==> config.mk <==
export PLATFORM = sky130hd
export DESIGN_NAME = hmc_halt_ctrl
export DESIGN_NICKNAME = d
export VERILOG_FILES = /design/src/core/hmc_pkg.sv /design/src/core/hmc_halt_ctrl.sv
export SDC_FILE = /design/constraint.sdc
export NUM_CORES = 1
export LEC_CHECK = 0
export BUFFER_PORTS_ARGS = -buffer_cell sky130_fd_sc_hd__buf_4
export CORE_UTILIZATION = 41
export CTS_CLUSTER_SIZE = 25
export DETAILED_ROUTE_END_ITERATION = 6
export PLACE_DENSITY = 0.88
export SETUP_SLACK_MARGIN = 0.15
export SYNTH_ARGS = -nofsm -noshare
export SYNTH_HDL_FRONTEND = slang
export SYNTH_SLANG_ARGS = --single-unit
==> constraint.sdc <==
create_clock -name sys_clk -period 1.6 [get_ports sys_clk]
set_input_delay 0.32 -clock sys_clk [delete_from_list [all_inputs] [get_ports sys_clk]]
set_output_delay 0.32 -clock sys_clk [all_outputs]
set_load 0.02 [all_outputs]
==> src/core/hmc_pkg.sv <==
/*
 * Shared constants and types for the standby (HALT) controller.
 * Assumes a 100 MHz system clock and a 32-bit classic Wishbone bus.
 */
package hmc_pkg;

    // ------------------------------------------------------------
    // Wake timing, in CPU clocks
    // ------------------------------------------------------------
    localparam int unsigned WAKE_VEC_CLKS = 8;  // Vectored wake wait
    localparam int unsigned WAKE_SEQ_CLKS = 2;  // Sequential wake wait
    localparam int unsigned WCNT_W        = 4;  // Wait counter width
    localparam logic [WCNT_W-1:0] WAKE_VEC_LOAD = WCNT_W'(WAKE_VEC_CLKS - 1);
    localparam logic [WCNT_W-1:0] WAKE_SEQ_LOAD = WCNT_W'(WAKE_SEQ_CLKS - 1);
    localparam logic [WCNT_W-1:0] WCNT_ZERO     = 4'h0;

    // ------------------------------------------------------------
    // Widths
    // ------------------------------------------------------------
    localparam int unsigned IRQ_W  = 8;   // Interrupt request lines
    localparam int unsigned PORT_W = 8;   // Port latch width
    localparam int unsigned ADR_W  = 4;   // Byte address width
    localparam int unsigned DAT_W  = 32;  // Bus data width
    localparam int unsigned SEL_W  = 4;   // Byte selects

    // ------------------------------------------------------------
    // Register map
    // ------------------------------------------------------------
    localparam logic [ADR_W-1:0] CTRL_ADDR = 4'h0;  // Control, R/W
    localparam logic [ADR_W-1:0] STAT_ADDR = 4'h4;  // Status, R/O
    localparam int unsigned CTRL_STOPPABLE_BIT = 0; // Low osc may be stopped
    localparam int unsigned CTRL_STOPREQ_BIT   = 1; // Stop low osc request
    localparam int unsigned STAT_HALT_BIT      = 0; // In HALT or waking
    localparam int unsigned STAT_LOWSRC_BIT    = 1; // Entered from low osc
    localparam int unsigned STAT_VECT_BIT      = 2; // Last wake vectored
    localparam int unsigned STAT_OSCOFF_BIT    = 3; // Low osc stopped
    localparam logic CTRL_STOPPABLE_RST = 1'b0;
    localparam logic CTRL_STOPREQ_RST   = 1'b0;
    localparam logic [DAT_W-1:0] DAT_ZERO = 32'h0;

    // ------------------------------------------------------------
    // Types
    // ------------------------------------------------------------
    typedef enum logic [1:0] {ST_RUN, ST_HALT, ST_WAKE} hmc_state_type;

    // Bus request from the master
    typedef struct packed {
        logic             cyc;
        logic             stb;
        logic             we;
        logic [SEL_W-1:0] sel;
        logic [ADR_W-1:0] adr;
        logic [DAT_W-1:0] dat;
    } hmc_wb_req_type;

    // Count and clock source selections of peripherals
    typedef struct packed {
        logic timerAFromPin;    // First timer counts its event pin
        logic timerBFromDiv128; // Second timer runs on low osc / 2^7
        logic serialFromTimerA; // Serial clock is first timer output
        logic timerARunning;    // First timer is counting
    } hmc_src_type;

    // Run enables to peripherals
    typedef struct packed {
        logic inverterTimer;
        logic timer16;
        logic timerA;
        logic timerB;
        logic serial;
        logic watchdog;
        logic realTimeOut;
        logic adc;
        logic mulDiv;
        logic alwaysOn;         // Reset monitors, ext irq, Hi-Z control
    } hmc_periph_type;

    localparam hmc_periph_type PERIPH_ALL = 10'h3ff;

endpackage

==> src/core/hmc_halt_ctrl.sv <==
/*
 * HALT standby controller: gates the CPU clock, freezes port
 * latches, steers peripheral run enables and times the wake-up.
 * Assumes the CPU core pulses haltExec and the interrupt controller
 * presents request and mask lines synchronous to sys_clk.
 */
module hmc_halt_ctrl
    import hmc_pkg::*;
(
    input  wire logic             sys_clk,        // System clock
    input  wire logic             reset_n,        // Async reset, low
    input  wire hmc_wb_req_type   wbReq,          // Bus request
    output logic                  wbAck,          // Bus acknowledge
    output logic [DAT_W-1:0]      wbDatOut,       // Bus read data
    input  wire logic             haltExec,       // Halt executed, pulse
    input  wire logic             cpuOnLowSpeed,  // CPU runs on low osc
    input  wire logic [IRQ_W-1:0] irqReq,         // Request flags
    input  wire logic [IRQ_W-1:0] irqMask,        // Mask flags, 1 masks
    input  wire logic             intAckEnable,   // Acknowledge enabled
    input  wire hmc_src_type      periphSrc,      // Peripheral sources
    input  wire logic [PORT_W-1:0] portLatchIn,   // Live latch values
    output logic [PORT_W-1:0]     portOut,        // Held latch values
    output logic                  cpuClockEnable, // CPU clock gate
    output logic                  haltActive,     // In HALT or waking
    output logic                  wakeVector,     // Take vector, pulse
    output logic                  wakeResume,     // Next instr, pulse
    output logic                  resetVectorStart, // Boot, pulse
    output logic                  lowOscStop,     // Stop low osc
    output hmc_periph_type        periphEnable    // Peripheral enables
);

    // ------------------------------------------------------------
    // Reset release
    // ------------------------------------------------------------
    logic rstMeta;                  // First stage, read by rstN only
    logic rstN;                     // Released reset
    logic bootDone;                 // First cycle after release seen

    // Assert asynchronously, release through two flops
    always_ff @(posedge sys_clk or negedge reset_n) begin
        if (!reset_n) begin
            rstMeta <= 1'b0;
            rstN    <= 1'b0;
        end else begin
            rstMeta <= 1'b1;
            rstN    <= rstMeta;
        end
    end

    // One pulse after release starts fetch from the reset vector
    always_ff @(posedge sys_clk or negedge rstN) begin
        if (!rstN) begin
            bootDone         <= 1'b0;
            resetVectorStart <= 1'b0;
        end else begin
            bootDone         <= 1'b1;
            resetVectorStart <= !bootDone;
        end
    end

    // ------------------------------------------------------------
    // Register bus slave
    // ------------------------------------------------------------
    logic ctrlStoppable;            // Low osc may be stopped
    logic ctrlStopReq;              // Software asks low osc to stop
    logic wbHit;                    // New request this cycle
    logic lowSrc;                   // HALT entered from low osc
    logic lastVectored;             // Last wake took the vector
    hmc_state_type state;           // Controller state

    // Ack one cycle after the strobe; dropped the cycle after
    assign wbHit = wbReq.cyc && wbReq.stb && !wbAck;

    always_ff @(posedge sys_clk or negedge rstN) begin
        if (!rstN) begin
            wbAck <= 1'b0;
        end else begin
            wbAck <= wbHit;
        end
    end

    // Control writes land at the ack edge, while the master still holds them;
    // only byte lane 0 carries the bits
    always_ff @(posedge sys_clk or negedge rstN) begin
        if (!rstN) begin
            ctrlStoppable <= CTRL_STOPPABLE_RST;
            ctrlStopReq   <= CTRL_STOPREQ_RST;
        end else if (wbReq.cyc && wbReq.stb && wbAck && wbReq.we && wbReq.sel[0]) begin
            if (wbReq.adr == CTRL_ADDR) begin
                ctrlStoppable <= wbReq.dat[CTRL_STOPPABLE_BIT];
                ctrlStopReq   <= wbReq.dat[CTRL_STOPREQ_BIT];
            end
        end
    end

    // Read data; unmapped addresses read zero and ignore writes
    always_ff @(posedge sys_clk or negedge rstN) begin
        if (!rstN) begin
            wbDatOut <= DAT_ZERO;
        end else if (wbHit && !wbReq.we) begin
            wbDatOut <= DAT_ZERO;
            if (wbReq.adr == CTRL_ADDR) begin
                wbDatOut[CTRL_STOPPABLE_BIT] <= ctrlStoppable;
                wbDatOut[CTRL_STOPREQ_BIT]   <= ctrlStopReq;
            end else if (wbReq.adr == STAT_ADDR) begin
                wbDatOut[STAT_HALT_BIT]   <= state != ST_RUN;
                wbDatOut[STAT_LOWSRC_BIT] <= lowSrc;
                wbDatOut[STAT_VECT_BIT]   <= lastVectored;
                wbDatOut[STAT_OSCOFF_BIT] <= lowOscStop;
            end
        end
    end

    // Stop request only counts when the option allows stopping
    always_ff @(posedge sys_clk or negedge rstN) begin
        if (!rstN) begin
            lowOscStop <= 1'b0;
        end else begin
            lowOscStop <= ctrlStoppable && ctrlStopReq;
        end
    end

    // ------------------------------------------------------------
    // HALT state machine
    // ------------------------------------------------------------
    logic              wakeReq;     // Any unmasked request
    logic              takeVector;  // Wake will take the vector
    logic [WCNT_W-1:0] waitCnt;     // Wake wait countdown

    assign wakeReq = |(irqReq & ~irqMask);

    // Entry, wake and countdown; reset drops straight to run
    always_ff @(posedge sys_clk or negedge rstN) begin
        if (!rstN) begin
            state      <= ST_RUN;
            lowSrc     <= 1'b0;
            takeVector <= 1'b0;
            waitCnt    <= WCNT_ZERO;
        end else begin
            case (state)
                ST_RUN: begin
                    // Either clock source may enter HALT
                    if (haltExec) begin
                        state  <= ST_HALT;
                        lowSrc <= cpuOnLowSpeed;
                    end
                end
                ST_HALT: begin
                    // Acknowledge enable picks the wake path
                    if (wakeReq) begin
                        state      <= ST_WAKE;
                        takeVector <= intAckEnable;
                        waitCnt    <= intAckEnable ? WAKE_VEC_LOAD
                                                   : WAKE_SEQ_LOAD;
                    end
                end
                ST_WAKE: begin
                    // Count the fixed wait out before resuming
                    if (waitCnt == WCNT_ZERO) begin
                        state <= ST_RUN;
                    end else begin
                        waitCnt <= waitCnt - 1'b1;
                    end
                end
                default: begin
                    state <= ST_RUN;
                end
            endcase
        end
    end

    logic waitDone;                 // Last cycle of the wake wait
    assign waitDone = (state == ST_WAKE) && (waitCnt == WCNT_ZERO);

    // Wake pulses and the record of the path taken
    always_ff @(posedge sys_clk or negedge rstN) begin
        if (!rstN) begin
            wakeVector   <= 1'b0;
            wakeResume   <= 1'b0;
            lastVectored <= 1'b0;
        end else begin
            wakeVector <= waitDone && takeVector;
            wakeResume <= waitDone && !takeVector;
            if (waitDone) begin
                lastVectored <= takeVector;
            end
        end
    end

    // ------------------------------------------------------------
    // CPU clock gate and port latches
    // ------------------------------------------------------------
    logic [PORT_W-1:0] next_portOut;  // Follows live value in run

    // Clock stops from the entry edge until the wait is over
    always_ff @(posedge sys_clk or negedge rstN) begin
        if (!rstN) begin
            cpuClockEnable <= 1'b1;
            haltActive     <= 1'b0;
        end else begin
            cpuClockEnable <= (state == ST_RUN && !haltExec) || waitDone;
            haltActive     <= (state == ST_RUN) ? haltExec : !waitDone;
        end
    end

    // Hold the value present at entry; no write reaches it in HALT
    assign next_portOut = (state == ST_RUN && !haltExec) ? portLatchIn : portOut;

    always_ff @(posedge sys_clk or negedge rstN) begin
        if (!rstN) begin
            portOut <= '0;
        end else begin
            portOut <= next_portOut;
        end
    end

    // ------------------------------------------------------------
    // Peripheral run enables
    // ------------------------------------------------------------
    hmc_periph_type next_periph;    // Enables for the next cycle
    logic           inHalt;         // HALT or waking, or entering

    assign inHalt = (state != ST_RUN) || haltExec;

    // Low osc source limits what keeps its guarantee in HALT
    always_comb begin
        next_periph          = PERIPH_ALL;
        next_periph.alwaysOn = 1'b1;
        if (inHalt) begin
            // Watchdog halts when the low osc may be stopped
            next_periph.watchdog = !ctrlStoppable;
            if ((state == ST_RUN) ? cpuOnLowSpeed : lowSrc) begin
                next_periph.inverterTimer = 1'b0;
                next_periph.timer16       = 1'b0;
                next_periph.realTimeOut   = 1'b0;
                next_periph.adc           = 1'b0;
                next_periph.mulDiv        = 1'b0;
                next_periph.timerA = periphSrc.timerAFromPin;
                next_periph.timerB = periphSrc.timerBFromDiv128;
                next_periph.serial = periphSrc.serialFromTimerA
                                     && periphSrc.timerARunning;
            end
        end
    end

    always_ff @(posedge sys_clk or negedge rstN) begin
        if (!rstN) begin
            periphEnable <= PERIPH_ALL;
        end else begin
            periphEnable <= next_periph;
        end
    end
endmodule

# [After elaboration in Yosys (flattened, before gate mapping)]
# Cells that the tools add are included.
[op_classes] bitwise_logic=2 addsub=1 reduce_logical=32 n_eq_ne=7 muxes=16
[ops] operator="$logic_and A1 B1 Y1" n=12
[ops] operator="$mux W4" n=3
[ops] operator="$mux W2" n=5
[ops] operator="$mux W9" n=1
[ops] operator="$and A8 B8 Y8" n=1
[ops] operator="$logic_not A4 Y1" n=2
[ops] operator="$ne A2 B2 Y1 const B" n=4
[ops] operator="$not A8 Y8" n=1
[ops] operator="$pmux W4 S2" n=1
[ops] operator="$reduce_or A8 Y1" n=1
[ops] operator="$logic_not A1 Y1" n=7
[ops] operator="$mux W3" n=2
[ops] operator="$pmux W2 S3" n=1
[ops] operator="$reduce_and A2 Y1" n=3
[ops] operator="$reduce_and A3 Y1" n=2
[ops] operator="$mux W5" n=1
[ops] operator="$eq A4 B3 Y1 const B" n=1
[ops] operator="$reduce_bool A2 Y1" n=2
[ops] operator="$sub A4 B1 Y4 const B" n=1
[ops] operator="$eq A2 B1 Y1 const B" n=1
[ops] operator="$eq A2 B2 Y1 const B" n=1
[ops] operator="$logic_not A2 Y1" n=1
[ops] operator="$logic_or A1 B1 Y1" n=2
[ops] operator="$mux W1" n=2
[word_totals] in_bits=76 output_inout_bits=57 wordCells=86 regBits=42

# [Logic depth before layout (Yosys ltp)]
# Gate-level depths: netlist of run 1.
[logic_depth] depth_word=5 mapped_depth=6 depth_no_buf=6

# [Worst setup path before layout of run 1]
# OpenSTA, ideal clock, no wires.
[synth_timing] path_type="register to register" from="reg waitCnt[0]" to="reg waitCnt[2]" setup_slack_ns=0.233 arrival_time_ns=1.235 required_time_ns=1.468 period_less_slack_ns=1.367 path_buffers=0 setup_ns=0.132 stages_incl_launch_ff=7 path_cell_list="dfrtp_1 -> inv_1 -> ha_1 -> nand2b_1 -> o21ai_0 -> and4b_1 -> nor3_2"
[synth_between] elab_chain_cells=3 word_cells_on_any_way=6 classes_between="add/sub (1); eq/ne (1); mux (2); reduce/logical (2)"
[synth_lines] item="start: declaration" line="hmc_halt_ctrl.sv:128" source="logic [WCNT_W-1:0] waitCnt;"
[synth_lines] item="start signal: assignment" line="hmc_halt_ctrl.sv:153" source="waitCnt <= intAckEnable ? WAKE_VEC_LOAD"
[synth_lines] item="start signal: assignment" line="hmc_halt_ctrl.sv:162" source="waitCnt <= waitCnt - 1'b1;"
[synth_lines] item="$sub A4 B1 Y4 / $logic_not A4 Y1 (equally long branches)" line="hmc_halt_ctrl.sv:162, hmc_halt_ctrl.sv:159"
[synth_lines] item="$mux W4 / $ne A2 B2 Y1 (equally long branches)"
[synth_lines] item="$pmux W4 S2 / $reduce_and A3 Y1 (equally long branches)"
# Parallel ways exist; a longest one is shown, timed or not. The select of a mux whose other input is x is not followed.
# A chain may end at the register's enable or synchronous reset.

# [Worst setup path in the final report of run 1]
[layout_timing] from="reg waitCnt[1]" to="reg waitCnt[1]"
# The elaborated chain is that of the path after synthesis.

==> results.py, run 1 <==
metrics = {
    "run_status": {
        "status": "finished, violations left",
        "failed_checks": "DRC",
    },
    "cts": {
        "cts-buffers-inserted": 5,
        "clk_transition_reported_paths_ps": 70,
        "clkLatencyLatePin_ps": 280,
        "cts_tree": "yes",
        "cts-root-buf": "clkbuf_8",
        "htree_num_levels": 2,
        "cts_buffer_depth": 2,
        "cts_sinks": 38,
    },
    "setup_path": {
        "cp.required_ps": 1750,
        "cp-end-kind": "flop",
        "path_cells": "inv_1, ha_4, nand2b_4, o21ai_2, buf_4, a31oi_1, o211ai_1",
        "crit_start": "waitCnt[1]$_DFFE_PN0P_",
        "cpMaxStageDelayCell": "dfrtp_1",
        "crit_path_max_fanout": 4,
        "critPathMaxStageDelay_ps": 380,
        "crit_type": "flop to flop",
        "timing.rr.start": "waitCnt[1]$_DFFE_PN0P_",
        "cp_data_arrival_time_ps": 1510,
        "worstSetupStartpointType": "flop",
    },
    "logic_synthesis": {
        "netlist.area_leader.share": 0.4103,
        "ys_seq_elements": 38,
        "ys_types": 40,
        "ys_warn_count": 0,
        "synth.top_cells.by_area": "dfrtp_1 41%, buf_4 13%, dfstp_2 8.1%",
        "yosys.area_share.xor_xnor": 0,
        "yosys.area_share.simple": 0.2160,
        "synth_top_family_by_area": "simple AND/OR/NAND/NOR gates",
        "syn_area_per_cell_um2": 10.27,
        "synthAdderAreaFrac": 0.006410,
        "synthMuxAreaShare": 0.02692,
        "synth_area_mm2": 0.001952,
        "synth_compound_area_frac": 0.09808,
        "async_flop_share": 1.000,
        "synthCells": 190,
        "synth_edf_count": 0,
        "synth_top_area_cell": "dfrtp_1",
        "ys.flop_type": "dfrtp_1",
        "ys_seq_area_frac": 0.4910,
    },
    "die": {
        "start_util": 0.4362,
        "fp.coreArea_mm2": 0.004474,
        "die_area_mm2": 0.005040,
        "std_cell_rows": 24,
        "io_pins": 133,
        "dieHeight_um": 71.00,
        "dieWidth_um": 71.00,
    },
    "job": {
        "drv_cap": 0,
    },
    "sta": {
        "fin_skew_ps": 4.419,
        "final.setup.tns_ps": 0,
        "period_needed_ps": 1361,
        "slew_viol_final": 0,
        "final_hold_viol_count": 0,
        "rsz0062_at_grt": "yes",
        "timing.fmax_ghz": 0.7350,
        "fin_hold_ws_ps": 228.0,
        "period_share": 0.8504,
        "worst_pin_slew_ps": 560.1,
        "setup_violations": 0,
        "relSlewSlack": 0.6266,
    },
    "final_layout": {
        "drive_gt1_frac": 0.3970,
        "utilization": 0.5761,
        "insertedDiodeCount": 0,
        "layout.nets": 343,
        "area_growth_syn_to_layout_pct": 32.05,
    },
    "detailed_routing": {
        "drtIter0Drc": 81,
        "drt_wl_total_mm": 3.639,
        "routedWlPerCell_um": 11.41,
        "via_per_inst": 4.583,
        "first_pass_iters": 6,
        "ant_nets": 0,
        "drc": 7,
        "routed-via-count": 1462,
    },
    "placed_design": {
        "gp_congestion": 0.8253,
        "hpwl_mm": 2.890,
        "numPortBuffers": 70,
    },
    "global_route": {
        "antenna_found_initial": 0,
        "overflow": 0,
        "grt_start_max_net_pins": 26,
        "grt_pass1_vias": 1404,
        "grt_usage": 0.1494,
        "grt_first_pass_wirelength_mm": 5.954,
    },
    "worst_hold_path": {
        "hold_path_class": "flop to asynchronous set/reset pin",
    },
    "power": {
        "peakVddDrop_uv": 751.5,
        "power_frac_seq": 0.389,
        "clkPwrFrac": 0.174,
        "intPower_uw": 2344,
        "power.density_mw_per_mm2": 1451,
        "switching_share": 0.3730,
        "leakagePower_uw": 0.001349,
        "power_frac_comb": 0.436,
        "p_switching_uw": 1395,
    },
}
final timing paths:
check	to	slack, ps	depth (start not counted)
setup / recovery	waitCnt[1]$_DFFE_PN0P_	240	7
hold / removal	portOut[3]$_DFFE_PN0P_	230	0
setup reg to reg	waitCnt[1]$_DFFE_PN0P_	240	7
hold reg to reg	portOut[3]$_DFFE_PN0P_	230	0
max in group asynchronous	cpuClockEnable$_DFF_PN1_	780	1
min in group sys_clk	portOut[6]$_DFFE_PN0P_	230	3
area by class of cell:
type                            instances  area, um^2
Tap cell                               52       65.06
Inverter                                9       33.78
Multi-Input combinational cell        135       835.8
Clock buffer                            7       86.33
Clock inverter                          1       5.005
Timing Repair Buffer                   77       593.1
Fill cell                             381        1897
Sequential cell                        38       958.4
power by group through the flow:
stage                     logic (uW)  clock network [uW]  registers [uW]
after floorplan                  858                   0            1630
after global placement          1490                   0            1450
after detailed placement        1530                   0            1460
after CTS                       1560                 678            1440
after global routing            1790                 729            1490
final                           1630                 652            1460
Yosys cell counts, types with 3 or more instances:
cell	n
nand2_1	37
buf_4	33
dfrtp_1	32
inv_1	9
nand2b_1	7
nor2_1	7
dfstp_2	6
nor2b_1	5
o21ai_0	4
a21oi_1	3
buf_2	3
mux2i_1	3
nand3_1	3
metrics by stage:
step | std cells | setup WS, ps | total power (uW) | cell area, um^2
after global placement | 309 | 81.36 | 2937 | 2427
final | 319 | 239.4 | 3739 | 2577
after floorplan | 219 | 233.0 | 2491 | 2061
after CTS | 319 | 150.8 | 3680 | 2541
after global routing | 319 | 126.5 | 4010 | 2577
after detailed placement | 309 | 43.77 | 2991 | 2427
critical path: cells and delay by family, from the launching register on:
kind / cells / cell delay (ps)
adders and majority gates: 1 / 180
buffers and inverters: 2 / 250
and+or+nand+nor: 1 / 80
AOI/OAI and AO/OA: 3 / 330
DFF: 1 / 380
cells by family after synthesis:
logic type / after synthesis
other: 2
multiplexers: 5
AND/OR/NAND/NOR: 77
adder cells (fa/ha/maj): 1
AO/OA/AOI/OAI: 21
flip-flops: 38
buffers and inverters: 46
state kept, by name (all words and copies together), names as in the netlist, 2 cells and up:
name / flops
periphEnable: 5
wbDatOut: 4
state: 2
portOut: 8
waitCnt: 4
cell usage in the layout (no fill, tap or decap), types with 2 or more instances in the layout:
cell / Yosys / final
buf_4: 33 / 75
nand2_1: 37 / 37
dfrtp_1: 32 / 32
conb_1: 2 / 31
inv_1: 9 / 9
nor2_1: 7 / 6
nand2b_1: 7 / 6
clkbuf_8: 0 / 6
dfstp_2: 6 / 6
nor2b_1: 5 / 5
nand3_1: 3 / 3
a21oi_1: 3 / 3
mux2i_1: 3 / 3
o21ai_0: 4 / 2
or3_1: 2 / 2
nor3_2: 2 / 2
nor3_4: 2 / 2
a22o_1: 2 / 2
o31ai_1: 2 / 2
nor2b_4: 2 / 2
a2111oi_4: 2 / 2
o21ai_2: 0 / 2
nand4_1: 2 / 2
mux2_1: 2 / 2
routing by layer:
layer	vias to the layer above	part of all wire	global-route usage	wire length [um]
li1	714	-	-	-
met2	52	0.55	0.2585	2004
met5	-	0	0	0
met4	0	0.0093	0.05556	34
met3	4	0.054	0.03704	195
met1	692	0.39	0.1805	1405
what timing repair did:
action                                  in CTS  in global routing
endpoints found under the setup margin       3                  5
hold buffers                                 1                  0
endpoints found under the hold margin        2                  0
gates resized for setup                      2                  8
buffers inserted                             1                  0
Note: power is estimated with default switching activity, not from simulation.
==> run 2: changes to the inputs <==
--- a/config.mk
+++ b/config.mk
@@ -6,11 +6,13 @@
 export NUM_CORES = 1
 export LEC_CHECK = 0
 export BUFFER_PORTS_ARGS = -buffer_cell sky130_fd_sc_hd__buf_4
+export CORE_ASPECT_RATIO = 1.1
 export CORE_UTILIZATION = 41
 export CTS_CLUSTER_SIZE = 25
 export DETAILED_ROUTE_END_ITERATION = 6
 export PLACE_DENSITY = 0.88
 export SETUP_SLACK_MARGIN = 0.15
+export SLEW_MARGIN = 0
 export SYNTH_ARGS = -nofsm -noshare
 export SYNTH_HDL_FRONTEND = slang
 export SYNTH_SLANG_ARGS = --single-unit
==> run 2 against run 1 <==
Compared with the run above: the flow now finishes without violations; non-clock buffer count increased by 3; clock skew increased by 0.65 ps; final cell count increased by 1.6%; utilization increased by 0.48 points; design area about the same; sequential power about the same; die area about the same; combinational power increased by 2%; critical path depth unchanged; critical path type unchanged; largest cell class unchanged; largest power group unchanged.
==> results.py, run 2 (synthesis gave the netlist of run 1 again) <==
metrics = {
    "setup_path": {
        "crit_path_max_fanout": 4,
        "crit_type": "flop to flop",
        "critPathTopFamily": "flip-flops",
        "path_buf_inv": 2,
        "cp-end-kind": "flop",
        "cp_data_arrival_time_ps": 1550,
        "worstSetupStartpointType": "flop",
        "cpMaxStageDelayCell": "dfrtp_1",
        "path_cells": "inv_2, ha_4, nand2b_4, o21ai_1, buf_4, and4b_1, nor3_2",
        "cp.required_ps": 1770,
        "critPathMaxStageDelay_ps": 400,
    },
    "power": {
        "power.density_mw_per_mm2": 1468,
        "leakagePower_uw": 0.001355,
        "finalPower_uw": 3788,
        "peakVddDrop_uv": 520.2,
    },
    "placed_design": {
        "hpwl_mm": 2.884,
        "gp_congestion": 0.8686,
        "dp.cells": 312,
        "numPortBuffers": 70,
    },
    "final_layout": {
        "finalNonFillerCells": 324,
        "largest_reg_flops": 8,
        "reg_top3": "portOut (8), periphEnable (5)",
        "most-common-layout-cells": "79 x buf_4, 37 x nand2_1, 32 x dfrtp_1, 31 x conb_1",
        "drive_gt1_frac": 0.4000,
        "final_common_cell": "buf_4",
        "top_register": "portOut",
        "layout.nets": 346,
        "seqCellArea_um2": 958.4,
        "fill_cells": 374,
        "insertedDiodeCount": 0,
        "multi_input_area_um2": 825.8,
        "area_growth_syn_to_layout_pct": 32.18,
    },
    "global_route": {
        "grt_start_max_net_pins": 37,
        "antenna_found_initial": 0,
        "grt_pass1_vias": 1389,
        "overflow": 0,
        "grt_first_pass_wirelength_mm": 5.775,
        "grt_usage": 0.1562,
    },
    "sta": {
        "rsz0062_at_grt": "no",
        "timing.fmax_ghz": 0.7214,
        "period_share": 0.8664,
        "period_needed_ps": 1386,
        "final_hold_viol_count": 0,
        "final.setup.tns_ps": 0,
        "fin_skew_ps": 5.066,
        "setup_violations": 0,
        "slew_viol_final": 0,
    },
    "cts": {
        "cts-buffers-inserted": 5,
        "clkLatencyLatePin_ps": 290,
        "cts_tree": "yes",
        "clk_transition_reported_paths_ps": 70,
        "htree_num_levels": 2,
        "cts-root-buf": "clkbuf_8",
        "cts_buffer_depth": 2,
        "cts_sinks": 38,
    },
    "die": {
        "start_util": 0.4394,
        "dieHeight_um": 74.37,
        "dieWidth_um": 67.79,
        "std_cell_rows": 25,
        "io_pins": 133,
        "die_area_mm2": 0.005041,
        "fp.coreArea_mm2": 0.004442,
    },
    "detailed_routing": {
        "via_per_inst": 4.639,
        "drc": 0,
        "first_pass_iters": 4,
        "drtIter0Drc": 91,
        "routedWlPerCell_um": 11.51,
        "ant_nets": 0,
        "routed-via-count": 1503,
        "drt_wl_total_mm": 3.730,
    },
    "run_status": {
        "status": "complete, no violations",
    },
    "job": {
        "drv_cap": 0,
    },
    "worst_hold_path": {
        "hold_path_class": "primary input to flop",
    },
}
[run 2: changes by cell type in the layout (fill, tap and decap cells not counted), sizes merged]
cell  before  now
buf       76   79
[run 2: through the flow]
stage,cell area (um^2),utilization,setup slack [ps],hold slack [ps]
4_1_cts,2531,0.5699,154.6,209.5
3_3_place_gp,2425,0.5459,83.21,103.4
3_5_place_dp,2425,0.5459,69.84,103.9
5_1_grt,2580,0.5808,138.7,220.0
6_report,2580,0.5808,213.8,216.8
2_1_floorplan,2061,-,233.0,24.41
[run 2: final timing paths]
kind,from,to,slack (ps),depth (start not counted)
worst max-delay path,waitCnt[1]$_DFFE_PN0P_,waitCnt[2]$_DFFE_PN0P_,210,7
worst min-delay path,portLatchIn[4],portOut[4]$_DFFE_PN0P_,220,3
worst max register to register,waitCnt[1]$_DFFE_PN0P_,waitCnt[2]$_DFFE_PN0P_,210,7
worst min register to register,rstN$_DFF_PN0_,portOut[7]$_DFFE_PN0P_,280,1
max in group asynchronous,rstN$_DFF_PN0_,periphEnable[6]$_DFF_PN1_,980,1
min in group asynchronous,rstN$_DFF_PN0_,portOut[7]$_DFFE_PN0P_,280,1
[run 2: repair_timing]
item	CTS	global route
setup endpoints to repair	4	5
hold endpoints to repair	2	0
gates cloned	0	0
resized for setup	2	6
pin swaps	0	1
setup buffers	0	3
hold buffers	1	0
[run 2: cell type report]
type	instances	share of cell area
Timing Repair Buffer	80	0.2338
Sequential cell	38	0.3715
Clock inverter	1	0.001940
Multi-Input combinational cell	135	0.3201
Clock buffer	7	0.03346
Tap cell	54	0.02619
Inverter	9	0.01309
[run 2: tightest hold or removal path: stages]
cell and delay [ps]:
buf_4 70, nand2_1 40, nand2_1 40
[run 2: power breakdown]
group	internal, uW	switching [uW]	leakage, uW
combinational	769	901	0.000839
clock	347	313	0.0000482
sequential	1260	194	0.000468
total	2380	1410	0.00136
[run 2: per-layer routing]
| layer | part of all wire | GRT usage | vias up |
|---|---|---|---|
| met5 | 0 | 0 | - |
| met4 | 0.012 | 0.04861 | 0 |
| met3 | 0.082 | 0.05828 | 6 |
| met2 | 0.53 | 0.2937 | 66 |
| met1 | 0.37 | 0.1565 | 714 |
| li1 | - | - | 717 |
